`config.mk`:
```
export PLATFORM = sky130hd
export DESIGN_NAME = acc_channel_control
export DESIGN_NICKNAME = d
export VERILOG_FILES = /design/src/verilog/acc_pkg.sv /design/src/verilog/acc_channel_control.sv
export SDC_FILE = /design/constraint.sdc
export NUM_CORES = 1
export LEC_CHECK = 0
export BUFFER_PORTS_ARGS = -buffer_cell sky130_fd_sc_hd__buf_2
export CORE_MARGIN = 4
export CORE_UTILIZATION = 48
export CTS_CLUSTER_SIZE = 10
export DETAILED_ROUTE_END_ITERATION = 6
export PLACE_DENSITY_LB_ADDON = 0.08
export SYNTH_ARGS = -nofsm -noshare
export SYNTH_HDL_FRONTEND = slang
export SYNTH_SLANG_ARGS = --single-unit
```
`constraint.sdc`:
```
create_clock -name clk_i -period 4.8 [get_ports clk_i]
set_clock_uncertainty 0.2 [all_clocks]
set_input_delay 1.2 -clock clk_i [delete_from_list [all_inputs] [get_ports clk_i]]
set_output_delay 1.2 -clock clk_i [all_outputs]
set_load 0.03 [all_outputs]
```
`src/verilog/acc_pkg.sv`:
```
/*
  shared constants of the converter channel control block: register
  indices, field positions, reset values and field codes.
  assumes a wishbone slave with 32-bit data, one register per word.
*/
package acc_pkg;
  // register indices, byte address is four times the index
  localparam logic [3:0] ACC_IDX_CTRL = 4'h0;
  localparam logic [3:0] ACC_IDX_MUX = 4'h1;
  localparam logic [3:0] ACC_IDX_INTCTL = 4'h2;
  localparam logic [3:0] ACC_IDX_FLAG = 4'h3;
  localparam logic [3:0] ACC_IDX_GCTRL = 4'h4;
  localparam logic [3:0] ACC_IDX_GFLAG = 4'h5;
  // channel control fields
  localparam int ACC_START_BIT = 7;
  localparam int ACC_GAIN_LSB = 2;
  localparam int ACC_MODE_LSB = 0;
  // input select fields
  localparam int ACC_POS_LSB = 3;
  localparam int ACC_NEG_LSB = 0;
  // interrupt control fields
  localparam int ACC_IMODE_LSB = 2;
  localparam int ACC_ILVL_LSB = 0;
  // flag bit and the start field of the global control register
  localparam int ACC_FLAG_BIT = 0;
  localparam int ACC_GSTART_LSB = 2;
  // reset values
  localparam logic [7:0] ACC_CTRL_RST = 8'h00;
  localparam logic [7:0] ACC_MUX_RST = 8'h00;
  localparam logic [7:0] ACC_INTCTL_RST = 8'h00;
  // input modes
  localparam logic [1:0] ACC_MODE_INTERNAL = 2'h0;
  localparam logic [1:0] ACC_MODE_SINGLE = 2'h1;
  localparam logic [1:0] ACC_MODE_DIFF = 2'h2;
  localparam logic [1:0] ACC_MODE_DIFFWG = 2'h3;
  // interrupt conditions
  localparam logic [1:0] ACC_IC_COMPLETE = 2'h0;
  localparam logic [1:0] ACC_IC_BELOW = 2'h1;
  localparam logic [1:0] ACC_IC_ABOVE = 2'h3;
  // gain code that is reserved, and the highest internal source
  localparam logic [2:0] ACC_GAIN_RSVD = 3'h7;
  localparam logic [2:0] ACC_INT_SRC_MAX = 3'h3;
  // negative pin base for differential with gain
  localparam logic [2:0] ACC_NEG_GAIN_BASE = 3'h4;
  // start request state
  typedef enum logic [1:0] {
    ACC_ST_IDLE = 2'b01,
    ACC_ST_PEND = 2'b10
  } acc_start_t;
endpackage

```
`src/verilog/acc_channel_control.sv`:
```
/*
  one channel of a multi-channel converter: registers on a classic
  wishbone slave, input and gain selection, start request and flag.
  assumes the conversion core reports begin and completion as single
  cycle pulses and the interrupt controller pulses an acknowledge.
  assumes software writes zeros to reserved bits and picks the
  differential modes only while the converter converts signed.
*/
`timescale 1ns/100ps
module acc_channel_control #(
  parameter int CH_INDEX = 0,
  parameter int MUX_INPUTS = 16
) (
  // clock and reset
  input wire logic clk_i,
  input wire logic rst_i,
  // wishbone slave
  input wire logic cyc_i,
  input wire logic stb_i,
  input wire logic we_i,
  input wire logic [5:2] adr_i,
  input wire logic [3:0] sel_i,
  input wire logic [31:0] dat_i,
  output logic [31:0] dat_o,
  output logic ack_o,
  // converter global state and compare value
  input wire logic signed_conversion_select_i,
  input wire logic [15:0] compare_value_i,
  // conversion core
  output logic conv_req_o,
  input wire logic conv_begun_i,
  input wire logic conv_done_i,
  input wire logic [15:0] result_i,
  // analog selection
  output logic [6:0] gain_factor_o,
  output logic gain_path_o,
  output logic pos_internal_o,
  output logic [1:0] pos_source_o,
  output logic [3:0] pos_pin_o,
  output logic neg_fixed_o,
  output logic [2:0] neg_pin_o,
  output logic sel_reserved_o,
  // interrupt controller
  output logic irq_o,
  output logic [1:0] irq_level_o,
  input wire logic irq_ack_i
);
  import acc_pkg::*;

  acc_start_t start_q;
  logic ack_q;
  logic [31:0] dat_q;
  logic [2:0] gain_q;
  logic [1:0] mode_q;
  logic [3:0] pos_q;
  logic [1:0] neg_q;
  logic [1:0] imode_q;
  logic [1:0] ilvl_q;
  logic flag_q;
  logic req_rd;
  logic req_wr;
  logic start_set;
  logic flag_clr;
  logic hit_below;
  logic hit_above;
  logic flag_set;
  logic [7:0] rd_byte;
  logic [6:0] gain_d;
  logic [3:0] pos_pin_d;
  logic [2:0] neg_pin_d;
  logic rsvd_d;
  logic [3:0] pos_mask;

  // true when the word address names the given register index
  function automatic logic hit(input logic [3:0] a, input logic [3:0] idx);
    hit = (a == idx);
  endfunction

  // a request is read at the first edge and written at the ack edge
  assign req_rd = cyc_i & stb_i & ~ack_q;
  assign req_wr = cyc_i & stb_i & we_i & ack_q & sel_i[0];
  assign ack_o = ack_q;
  assign dat_o = dat_q;

  // ack for one cycle per request, then drop it; the slave never
  // stalls, so a master holding cyc and stb sees ack after one edge
  always_ff @(posedge clk_i) begin
    if (rst_i) begin
      ack_q <= 1'b0;
    end else begin
      ack_q <= req_rd;
    end
  end

  // start can be set through the channel or the global alias;
  // both views feed one request, so they can never disagree
  always_comb begin
    start_set = 1'b0;
    if (req_wr) begin
      if (hit(adr_i, ACC_IDX_CTRL)) begin
        start_set = dat_i[ACC_START_BIT];
      end else if (hit(adr_i, ACC_IDX_GCTRL)) begin
        start_set = dat_i[ACC_GSTART_LSB + CH_INDEX];
      end
    end
  end

  // start request: pending until the core reports it has begun;
  // a write in the begin cycle is against a pending bit, so it is lost
  always_ff @(posedge clk_i) begin
    if (rst_i) begin
      start_q <= ACC_ST_IDLE;
    end else begin
      case (start_q)
        ACC_ST_IDLE: begin
          if (start_set) begin
            start_q <= ACC_ST_PEND;
          end
        end
        ACC_ST_PEND: begin
          if (conv_begun_i) begin
            start_q <= ACC_ST_IDLE;
          end
        end
        default: begin
          start_q <= ACC_ST_IDLE;
        end
      endcase
    end
  end

  // a second write while pending just leaves the state alone;
  // the core sees a level, not a pulse, so a slow core cannot miss it
  assign conv_req_o = (start_q == ACC_ST_PEND);

  // channel control fields; reserved bits 6:5 are not stored, so
  // they read zero whatever software wrote there
  always_ff @(posedge clk_i) begin
    if (rst_i) begin
      gain_q <= ACC_CTRL_RST[ACC_GAIN_LSB +: 3];
      mode_q <= ACC_CTRL_RST[ACC_MODE_LSB +: 2];
    end else if (req_wr && hit(adr_i, ACC_IDX_CTRL)) begin
      gain_q <= dat_i[ACC_GAIN_LSB +: 3];
      mode_q <= dat_i[ACC_MODE_LSB +: 2];
    end
  end

  // input selection; reserved bits 7 and 2 are not stored
  always_ff @(posedge clk_i) begin
    if (rst_i) begin
      pos_q <= ACC_MUX_RST[ACC_POS_LSB +: 4];
      neg_q <= ACC_MUX_RST[ACC_NEG_LSB +: 2];
    end else if (req_wr && hit(adr_i, ACC_IDX_MUX)) begin
      pos_q <= dat_i[ACC_POS_LSB +: 4];
      neg_q <= dat_i[ACC_NEG_LSB +: 2];
    end
  end

  // interrupt condition and level; the upper nibble is not stored
  always_ff @(posedge clk_i) begin
    if (rst_i) begin
      imode_q <= ACC_INTCTL_RST[ACC_IMODE_LSB +: 2];
      ilvl_q <= ACC_INTCTL_RST[ACC_ILVL_LSB +: 2];
    end else if (req_wr && hit(adr_i, ACC_IDX_INTCTL)) begin
      imode_q <= dat_i[ACC_IMODE_LSB +: 2];
      ilvl_q <= dat_i[ACC_ILVL_LSB +: 2];
    end
  end

  // compare against the threshold, signed only in signed mode;
  // an unsigned compare would rank negative results above positive ones
  always_comb begin
    if (signed_conversion_select_i) begin
      hit_below = $signed(result_i) < $signed(compare_value_i);
      hit_above = $signed(result_i) > $signed(compare_value_i);
    end else begin
      hit_below = result_i < compare_value_i;
      hit_above = result_i > compare_value_i;
    end
  end

  // flag cause follows the selected condition; 10 never sets it;
  // the result is only trusted in the cycle of the done pulse
  always_comb begin
    flag_set = 1'b0;
    if (conv_done_i) begin
      case (imode_q)
        ACC_IC_COMPLETE: flag_set = 1'b1;
        ACC_IC_BELOW: flag_set = hit_below;
        ACC_IC_ABOVE: flag_set = hit_above;
        default: flag_set = 1'b0;
      endcase
    end
  end

  // clear by vector acknowledge or by a one in either flag view;
  // the acknowledge comes from the interrupt controller, not the bus
  always_comb begin
    flag_clr = irq_ack_i;
    if (req_wr) begin
      if (hit(adr_i, ACC_IDX_FLAG)) begin
        flag_clr = flag_clr | dat_i[ACC_FLAG_BIT];
      end else if (hit(adr_i, ACC_IDX_GFLAG)) begin
        flag_clr = flag_clr | dat_i[CH_INDEX];
      end
    end
  end

  // the flag: a new event wins over a clear in the same cycle, so a
  // completion is never lost; software then simply sees it set again
  always_ff @(posedge clk_i) begin
    if (rst_i) begin
      flag_q <= 1'b0;
    end else if (flag_set) begin
      flag_q <= 1'b1;
    end else if (flag_clr) begin
      flag_q <= 1'b0;
    end
  end

  // request raised while flag is set and level is nonzero; registered
  // so the controller never sees a glitch while the level changes
  always_ff @(posedge clk_i) begin
    if (rst_i) begin
      irq_o <= 1'b0;
      irq_level_o <= 2'h0;
    end else begin
      irq_o <= flag_q & (ilvl_q != 2'h0);
      irq_level_o <= ilvl_q;
    end
  end

  // read mux; unmapped indices and reserved bits read zero;
  // the alias views show only this channel's bit, the rest is elsewhere
  always_comb begin
    rd_byte = 8'h00;
    if (hit(adr_i, ACC_IDX_CTRL)) begin
      rd_byte[ACC_START_BIT] = conv_req_o;
      rd_byte[ACC_GAIN_LSB +: 3] = gain_q;
      rd_byte[ACC_MODE_LSB +: 2] = mode_q;
    end else if (hit(adr_i, ACC_IDX_MUX)) begin
      rd_byte[ACC_POS_LSB +: 4] = pos_q;
      rd_byte[ACC_NEG_LSB +: 2] = neg_q;
    end else if (hit(adr_i, ACC_IDX_INTCTL)) begin
      rd_byte[ACC_IMODE_LSB +: 2] = imode_q;
      rd_byte[ACC_ILVL_LSB +: 2] = ilvl_q;
    end else if (hit(adr_i, ACC_IDX_FLAG)) begin
      rd_byte[ACC_FLAG_BIT] = flag_q;
    end else if (hit(adr_i, ACC_IDX_GCTRL)) begin
      rd_byte[ACC_GSTART_LSB + CH_INDEX] = conv_req_o;
    end else if (hit(adr_i, ACC_IDX_GFLAG)) begin
      rd_byte[CH_INDEX] = flag_q;
    end
  end

  // read data is captured at the request edge and held during ack;
  // a flag that sets during the ack cycle shows on the next read
  always_ff @(posedge clk_i) begin
    if (rst_i) begin
      dat_q <= 32'h0000_0000;
    end else if (req_rd) begin
      dat_q <= {24'h00_0000, rd_byte};
    end
  end

  // gain code n amplifies by two to the n; reserved code gives none
  // and is reported on the reserved selection output as well
  always_comb begin
    gain_d = 7'h00;
    if (gain_q != ACC_GAIN_RSVD) begin
      gain_d = 7'h01 << gain_q;
    end
  end

  // top positive bit only exists on parts with wide multiplexers;
  // on narrow parts codes 8 and up alias pins 0 to 7
  assign pos_mask = (MUX_INPUTS > 8) ? 4'hf : 4'h7;

  // mux decode; the mode field is honoured whatever the signed setting,
  // differential codes are only legal when the converter is signed;
  // reserved selections still route, but software must not rely on them
  always_comb begin
    pos_pin_d = 4'h0;
    neg_pin_d = 3'h0;
    rsvd_d = 1'b0;
    case (mode_q)
      ACC_MODE_INTERNAL: begin
        rsvd_d = pos_q > {1'b0, ACC_INT_SRC_MAX};
      end
      ACC_MODE_SINGLE: begin
        pos_pin_d = pos_q & pos_mask;
      end
      ACC_MODE_DIFF: begin
        pos_pin_d = pos_q & pos_mask;
        neg_pin_d = {1'b0, neg_q};
        rsvd_d = ~signed_conversion_select_i;
      end
      ACC_MODE_DIFFWG: begin
        pos_pin_d = pos_q & pos_mask;
        neg_pin_d = ACC_NEG_GAIN_BASE | {1'b0, neg_q};
        rsvd_d = ~signed_conversion_select_i;
      end
      default: begin
        rsvd_d = 1'b1;
      end
    endcase
  end

  // gain outputs are registered to keep the analog switches glitch
  // free; they follow the register state one clock later
  always_ff @(posedge clk_i) begin
    if (rst_i) begin
      gain_factor_o <= 7'h01;
      gain_path_o <= 1'b0;
    end else begin
      gain_factor_o <= gain_d;
      gain_path_o <= (mode_q == ACC_MODE_DIFFWG);
    end
  end

  // positive input selection; the internal source code is passed on
  // in every mode, it only matters while the internal flag is high
  always_ff @(posedge clk_i) begin
    if (rst_i) begin
      pos_internal_o <= 1'b1;
      pos_source_o <= 2'h0;
      pos_pin_o <= 4'h0;
    end else begin
      pos_internal_o <= (mode_q == ACC_MODE_INTERNAL);
      pos_source_o <= pos_q[1:0];
      pos_pin_o <= pos_pin_d;
    end
  end

  // negative input; the select field is ignored unless differential,
  // so a stale field cannot disturb a single ended measurement
  always_ff @(posedge clk_i) begin
    if (rst_i) begin
      neg_fixed_o <= 1'b1;
      neg_pin_o <= 3'h0;
    end else begin
      neg_fixed_o <= ~mode_q[1];
      neg_pin_o <= neg_pin_d;
    end
  end

  // reserved selection indicator, for software that wants to check
  // its own settings before starting a conversion
  always_ff @(posedge clk_i) begin
    if (rst_i) begin
      sel_reserved_o <= 1'b0;
    end else begin
      sel_reserved_o <= rsvd_d | (gain_q == ACC_GAIN_RSVD);
    end
  end
endmodule // acc_channel_control

```
==> flow_summary.toml, run 1 <==
[sta]
fin_tns_setup_ns = 0
rsz0062_at_grt = "no"
min_period_ns = 3.02
fmax_ghz = 0.331
setup_viol = 0
slew_viol_final = 0
fin_crit_sh_pct = 62.9
finalHoldViolCount = 0
tightest_slew_ns = 0.860
relSlewSlack_pct = 41.8

[placement]
portBuffers = 86
gp_congestion = 0.858
dp.cells = 436
placed_area_um2 = 2850
dp_hpwl_um = 4160

[power_and_ir_drop]
pwr-share-comb_pct = 13.7
cellPowerDensity_nw_per_um2 = 265
p_sw_share_pct = 28.0
ir_drop_mv = 0.176
p_int_uw = 562
p_sw_uw = 219
power_frac_seq_pct = 53.6
p_leak_nw = 1.38
pwr-share-clk_pct = 32.7

[route]
via_per_inst = 4.83
initialDrtViolationCount = 97
finalWirelength_um = 5330
ant_nets = 0
vias = 2144
wl_per_cell_um = 12.0
drcViolationCount = 0
dr.pass1.iters = 4

[floorplanning]
die-area_um2 = 6370
floorplan.initialDensity_pct = 51.0
die_w_um = 79.8
core_area_um2 = 4850
die_h_um = 79.8
fp-row-count = 25
ioPinCount = 138

[logic_synthesis]
syn_inst = 296
synth_edf_count = 0
synth_cell_types = 47
yosys_most_used_dff = "dfxtp_1"
syn_avg_cell_area_um2 = 8.36
yosysSeqAreaShare_pct = 40.5
synth-seq-cells = 50
async_flop_share_pct = 0
syn_area_um2 = 2470
ys_warn_count = 0

[grt]
grt_usage_pct = 16.2
antenna_found_initial = 0
grt_pass1_wl_um = 8310
grt_max_degree = 39
grt_pass1_vias = 1891
overflow = 0

[clock_network]
clk-insertion-delay-late_ns = 0.30
h-tree-depth = 2
cts_tree = "built"
cts_hold_buf = 0
cts_root_buf = "clkbuf_8"
clk_pin_slew_ns = 0.10
clockBufferDepth = 2
cts_setup_buffers = 0
cts_resized = 0
clock_sinks = 50
cts_inserted_buffers = 5

[cells_and_area]
fin_util_pct = 60.8
layout-drive-gt1-share_pct = 27.1
diodes = 0
finish.net_count = 473
final_cells = 444
syn2layout_area_growth_pct = 19.2
stdcell_area_um2 = 2950

[worst_setup_path]
arrival_ns = 3.02
cp_data_required_time_ns = 4.80
worstPathMaxFanout = 4
worstSetupEndpointType = "register"
path_class = "input port to register"
worstSetupStartpointType = "input port"

[flow_run]
maxCapViolCount = 0

[run_status]
outcome = "completed"

[worst_hold_path]
hp-class = "register to register"
==> cell families (layout without fill, tap and decap cells) <==
kind of cell | Yosys count | after routing | synth area share, %
AND/OR/NAND/NOR | 111 | 111 | 23.3
flip-flops | 50 | 50 | 40.5
XOR/XNOR | 1 | 1 | 0.354
multiplexers | 4 | 4 | 1.67
other | 1 | 24 | 0.152
buffers and inverters | 60 | 118 | 12.8
AO/OA/AOI/OAI | 53 | 53 | 13.2
adder cells (fa/ha/maj) | 16 | 16 | 8.09
==> registers in the layout (all words and copies together), names as in the netlist, 2 cells and up <==
register / flops
dat_o: 8
gain_factor_o: 7
pos_pin_o: 4
pos_q: 4
gain_q: 3
neg_pin_o: 3
ilvl_q: 2
imode_q: 2
irq_level_o: 2
mode_q: 2
neg_q: 2
pos_source_o: 2
start_q: 2
==> layout by cell type (no fill, tap or decap), types with 8 or more instances in the layout <==
cell / count
nand3_1: 20
nor2_1: 16
inv_1: 23
conb_1: 24
and2_1: 9
a21oi_1: 27
buf_2: 86
nand2_1: 31
dfxtp_1: 50
nor3_1: 9
ha_1: 16
nor2b_1: 8
==> path summary, 6_finish.rpt <==
check,start,to,slack [ns],cells after the start
setup / recovery,compare_value_i[15],flag_q$_SDFFE_PP0P_,1.78,9
hold / removal,dat_o[6]$_SDFFE_PP0P_,dat_o[6]$_SDFFE_PP0P_,0.26,2
setup reg to reg,ack_o$_SDFF_PP0_,mode_q[1]$_SDFFE_PP0P_,3.28,6
hold reg to reg,dat_o[6]$_SDFFE_PP0P_,dat_o[6]$_SDFFE_PP0P_,0.26,2
==> metal layers <==
layer | up-vias | GRT usage, % | routed length (um)
li1 | 1119 | - | -
met1 | 945 | 21.6 | 2450
met2 | 76 | 26.7 | 2440
met3 | 4 | 3.84 | 395
met4 | 0 | 3.55 | 40
met5 | - | 0 | 0
==> cell type report <==
class,count,area [um^2]
clock buffers,5,68.8
fillers,464,1900
flip-flops and latches,50,1000
well taps,67,83.8
multi-input cells,209,1240
repair buffers,87,438
inverters,23,86.3
clock inverters,3,28.8
==> synthesized netlist by cell type (all sizes together) (2+ instances only) <==
master / instances / area [um^2]
inv: 23 / 86.3
a21oi: 28 / 144
nor3b: 3 / 22.5
nand2: 32 / 123
nand3b: 2 / 15.0
ha: 16 / 200
nand2b: 3 / 18.8
clkbuf: 10 / 37.5
a211oi: 3 / 22.5
nor3: 9 / 45.0
nor2b: 8 / 50.1
nor2: 16 / 60.1
dfxtp: 50 / 1000
and2: 9 / 56.3
nand4: 3 / 25.0
buf: 27 / 193
mux2i: 3 / 30.0
a22oi: 3 / 22.5
o21a: 2 / 15.0
nand3: 20 / 100
o21ai: 5 / 25.0
==> critical path, stage by stage <==
cell and delay (ns):
buf_2 0.07, inv_1 0.03, ha_1 0.33, nand4_2 0.14, or4_4 0.56, a21oi_2 0.15, o311ai_1 0.12, nor3b_1 0.16
a211o_1 0.26
==> metrics by stage <==
stage | worst slack, ns | hold slack (ns) | power [mW]
after detailed placement | 1.46 | 0.245 | 0.535
after floorplan | 1.64 | 0.234 | 0.517
after global routing | 1.66 | 0.275 | 0.818
final | 1.78 | 0.256 | 0.781
after CTS | 1.77 | 0.258 | 0.788
after global placement | 1.46 | 0.239 | 0.533
==> power by group through the flow <==
stage	sequential (mW)	clock [mW]	combinational [mW]
floorplan	0.430	0	0.0865
global placement	0.428	0	0.106
detailed placement	0.428	0	0.107
CTS	0.418	0.262	0.107
global route	0.418	0.280	0.119
finish	0.418	0.255	0.107
Power figures use the tool's default switching activity.
==> run 2: changes to the inputs <==
--- a/config.mk
+++ b/config.mk
@@ -7,7 +7,7 @@
 export LEC_CHECK = 0
 export BUFFER_PORTS_ARGS = -buffer_cell sky130_fd_sc_hd__buf_2
 export CORE_MARGIN = 4
-export CORE_UTILIZATION = 48
+export CORE_UTILIZATION = 44
 export CTS_CLUSTER_SIZE = 10
 export DETAILED_ROUTE_END_ITERATION = 6
 export PLACE_DENSITY_LB_ADDON = 0.08
==> constraint.sdc (replaced) <==
create_clock -name clk_i -period 2.8 [get_ports clk_i]
set_clock_uncertainty 0.2 [all_clocks]
set_input_delay 0.7 -clock clk_i [delete_from_list [all_inputs] [get_ports clk_i]]
set_output_delay 0.7 -clock clk_i [all_outputs]
set_load 0.03 [all_outputs]
==> run 2 against run 1 <==
Compared with the run above: first-iteration DRC count shrank 57%; global-route usage is 0.44 points lower; non-clock buffer count up 6; flip-flop and latch count did not move; hold slack better by 0.0032 ns; clock power increased by 71%; sequential power up 72%; combinational power increased by 78%; register-to-register slack worse by 2.0 ns; utilization down 6.0 points; via count decreased by 0.33%; largest cell class unchanged; highest routed layer unchanged.
==> flow_summary.toml, run 2 (same netlist as run 1, synthesis figures left out) <==
[cells_and_area]
syn2layout_area_growth_pct = 21.3
nFillCells = 543
fin_util_pct = 54.8
diodes = 0
mostFrequentLayoutCells = "86 x buf_2, 50 x dfxtp_1, 31 x nand2_1"
finish.net_count = 479
layout_commonest_cell = "buf_2"
largest_reg_flops = 8
stdcell_area_um2 = 3000
layout-drive-gt1-share_pct = 28.2

[power_and_ir_drop]
p_total_mw = 1.34
ir_drop_mv = 0.207
p_leak_nw = 1.42
cellPowerDensity_nw_per_um2 = 448

[worst_setup_path]
worstSetupStartpointType = "input port"
crit_start = "compare_value_i[15]"
rrSetupSlack_ns = 1.29
crit-reg2reg-launch = "start_q[0]$_SDFFE_PP1P_"
worstPathMaxFanout = 2
path_class = "input port to register"
r2r-end = "start_q[0]$_SDFFE_PP1P_"
cp_data_required_time_ns = 2.80
arrival_ns = 2.45
rr_worst_depth = 5
slowest_stage = "or4_4"
endpoint = "flag_q$_SDFFE_PP0P_"
crit_chain = "buf_2 -> inv_1 -> ha_1 -> nand4_2 -> or4_4 -> a21oi_2 -> o311ai_1 -> nor3b_1 -> a211o_1"
worstSetupEndpointType = "register"
critPathMaxStageDelay_ns = 0.56

[floorplanning]
die-area_um2 = 6890
die_h_um = 83.0
fp-row-count = 27
die_w_um = 83.0
core_area_um2 = 5470
floorplan.initialDensity_pct = 45.2
ioPinCount = 138

[sta]
finalHoldViolCount = 0
min_period_ns = 2.45
fin_tns_setup_ns = 0
rsz0062_at_grt = "no"
setup_viol = 0
fmax_ghz = 0.408
fin_crit_sh_pct = 87.4
relSlewSlack_pct = 65.4
setup_ws_ns = 0.352
slew_viol_final = 0
tightest_slew_ns = 0.514

[route]
ant_nets = 0
wl_per_cell_um = 12.0
via_per_inst = 4.70
finalWirelength_um = 5470
drcViolationCount = 0
vias = 2137
dr.pass1.iters = 4
initialDrtViolationCount = 42

[placement]
placed_area_um2 = 2900
portBuffers = 86
gp_congestion = 0.833
dp_hpwl_um = 4400
pre_cts_ws_ns = 0.0160

[clock_network]
clk-insertion-delay-late_ns = 0.31
cts_setup_buffers = 0
clk_pin_slew_ns = 0.09
cts_root_buf = "clkbuf_8"
h-tree-depth = 2
cts_inserted_buffers = 5
cts_resized = 0
cts_tree = "built"
clockBufferDepth = 2
clock_sinks = 50
cts_hold_buf = 0

[worst_hold_path]
hp-class = "register to register"
min-delay-start = "dat_o[7]$_SDFFE_PP0P_"

[grt]
grt_pass1_wl_um = 9050
grt_usage_pct = 15.8
grt_pass1_vias = 1935
antenna_found_initial = 0
grt_max_degree = 26
overflow = 0

[flow_run]
maxCapViolCount = 0

[run_status]
outcome = "completed"
-- run 2: cell count changes in the layout (fill, tap and decap cells not counted), sizes merged --
| cell | delta |
|---|---|
| buf | +6 |
| clkinv | -1 |
| inv | +1 |
-- run 2: worst min path at each step --
| stage | to | slack, ns | cells after the start |
|---|---|---|---|
| 4_1_cts | dat_o[7]$_SDFFE_PP0P_ | 0.26 | 2 |
| 5_1_grt | dat_o[5]$_SDFFE_PP0P_ | 0.28 | 2 |
| 6_report | dat_o[7]$_SDFFE_PP0P_ | 0.26 | 2 |
| 3_5_place_dp | dat_o[7]$_SDFFE_PP0P_ | 0.24 | 2 |
| 3_3_place_gp | dat_o[4]$_SDFFE_PP0P_ | 0.24 | 2 |
| 2_1_floorplan | irq_o$_SDFF_PP0_ | 0.23 | 1 |
-- run 2: final cells by class --
class	instances	area [um^2]	area share, %
multi-input cells	209	1240	41.4
flip-flops and latches	50	1000	33.4
repair buffers	93	483	16.1
well taps	72	90.1	3.00
inverters	23	86.3	2.88
clock buffers	5	68.8	2.29
clock inverters	3	28.8	0.959
-- run 2: metrics by stage --
step           cells  hold WS [ns]
4_1_cts          455         0.263
3_3_place_gp     447         0.241
6_report         455         0.259
2_1_floorplan    319         0.234
5_1_grt          455         0.276
3_5_place_dp     447         0.243
-- run 2: critical path, delay by kind of cell --
kind | cells | cell delay [ns]
AOI/OAI and AO/OA | 3 | 0.52
and+or+nand+nor | 3 | 0.83
adders and majority gates | 1 | 0.29
buffers and inverters | 2 | 0.11
-- run 2: per-layer routing --
layer / part of all wire, % / global-route usage (%) / routed length (um) / vias to the layer above
met5: 0 / 0 / 0 / -
li1: - / - / - / 1128
met2: 45 / 24.8 / 2480 / 85
met1: 45 / 20.7 / 2480 / 915
met3: 7.9 / 4.56 / 434 / 9
met4: 1.4 / 5.35 / 79 / 0
-- run 2: power breakdown --
part / switching, mW / internal (mW)
Clock: 0.249 / 0.187
Sequential: 0.00273 / 0.714
Combinational: 0.122 / 0.0681
Total: 0.374 / 0.969
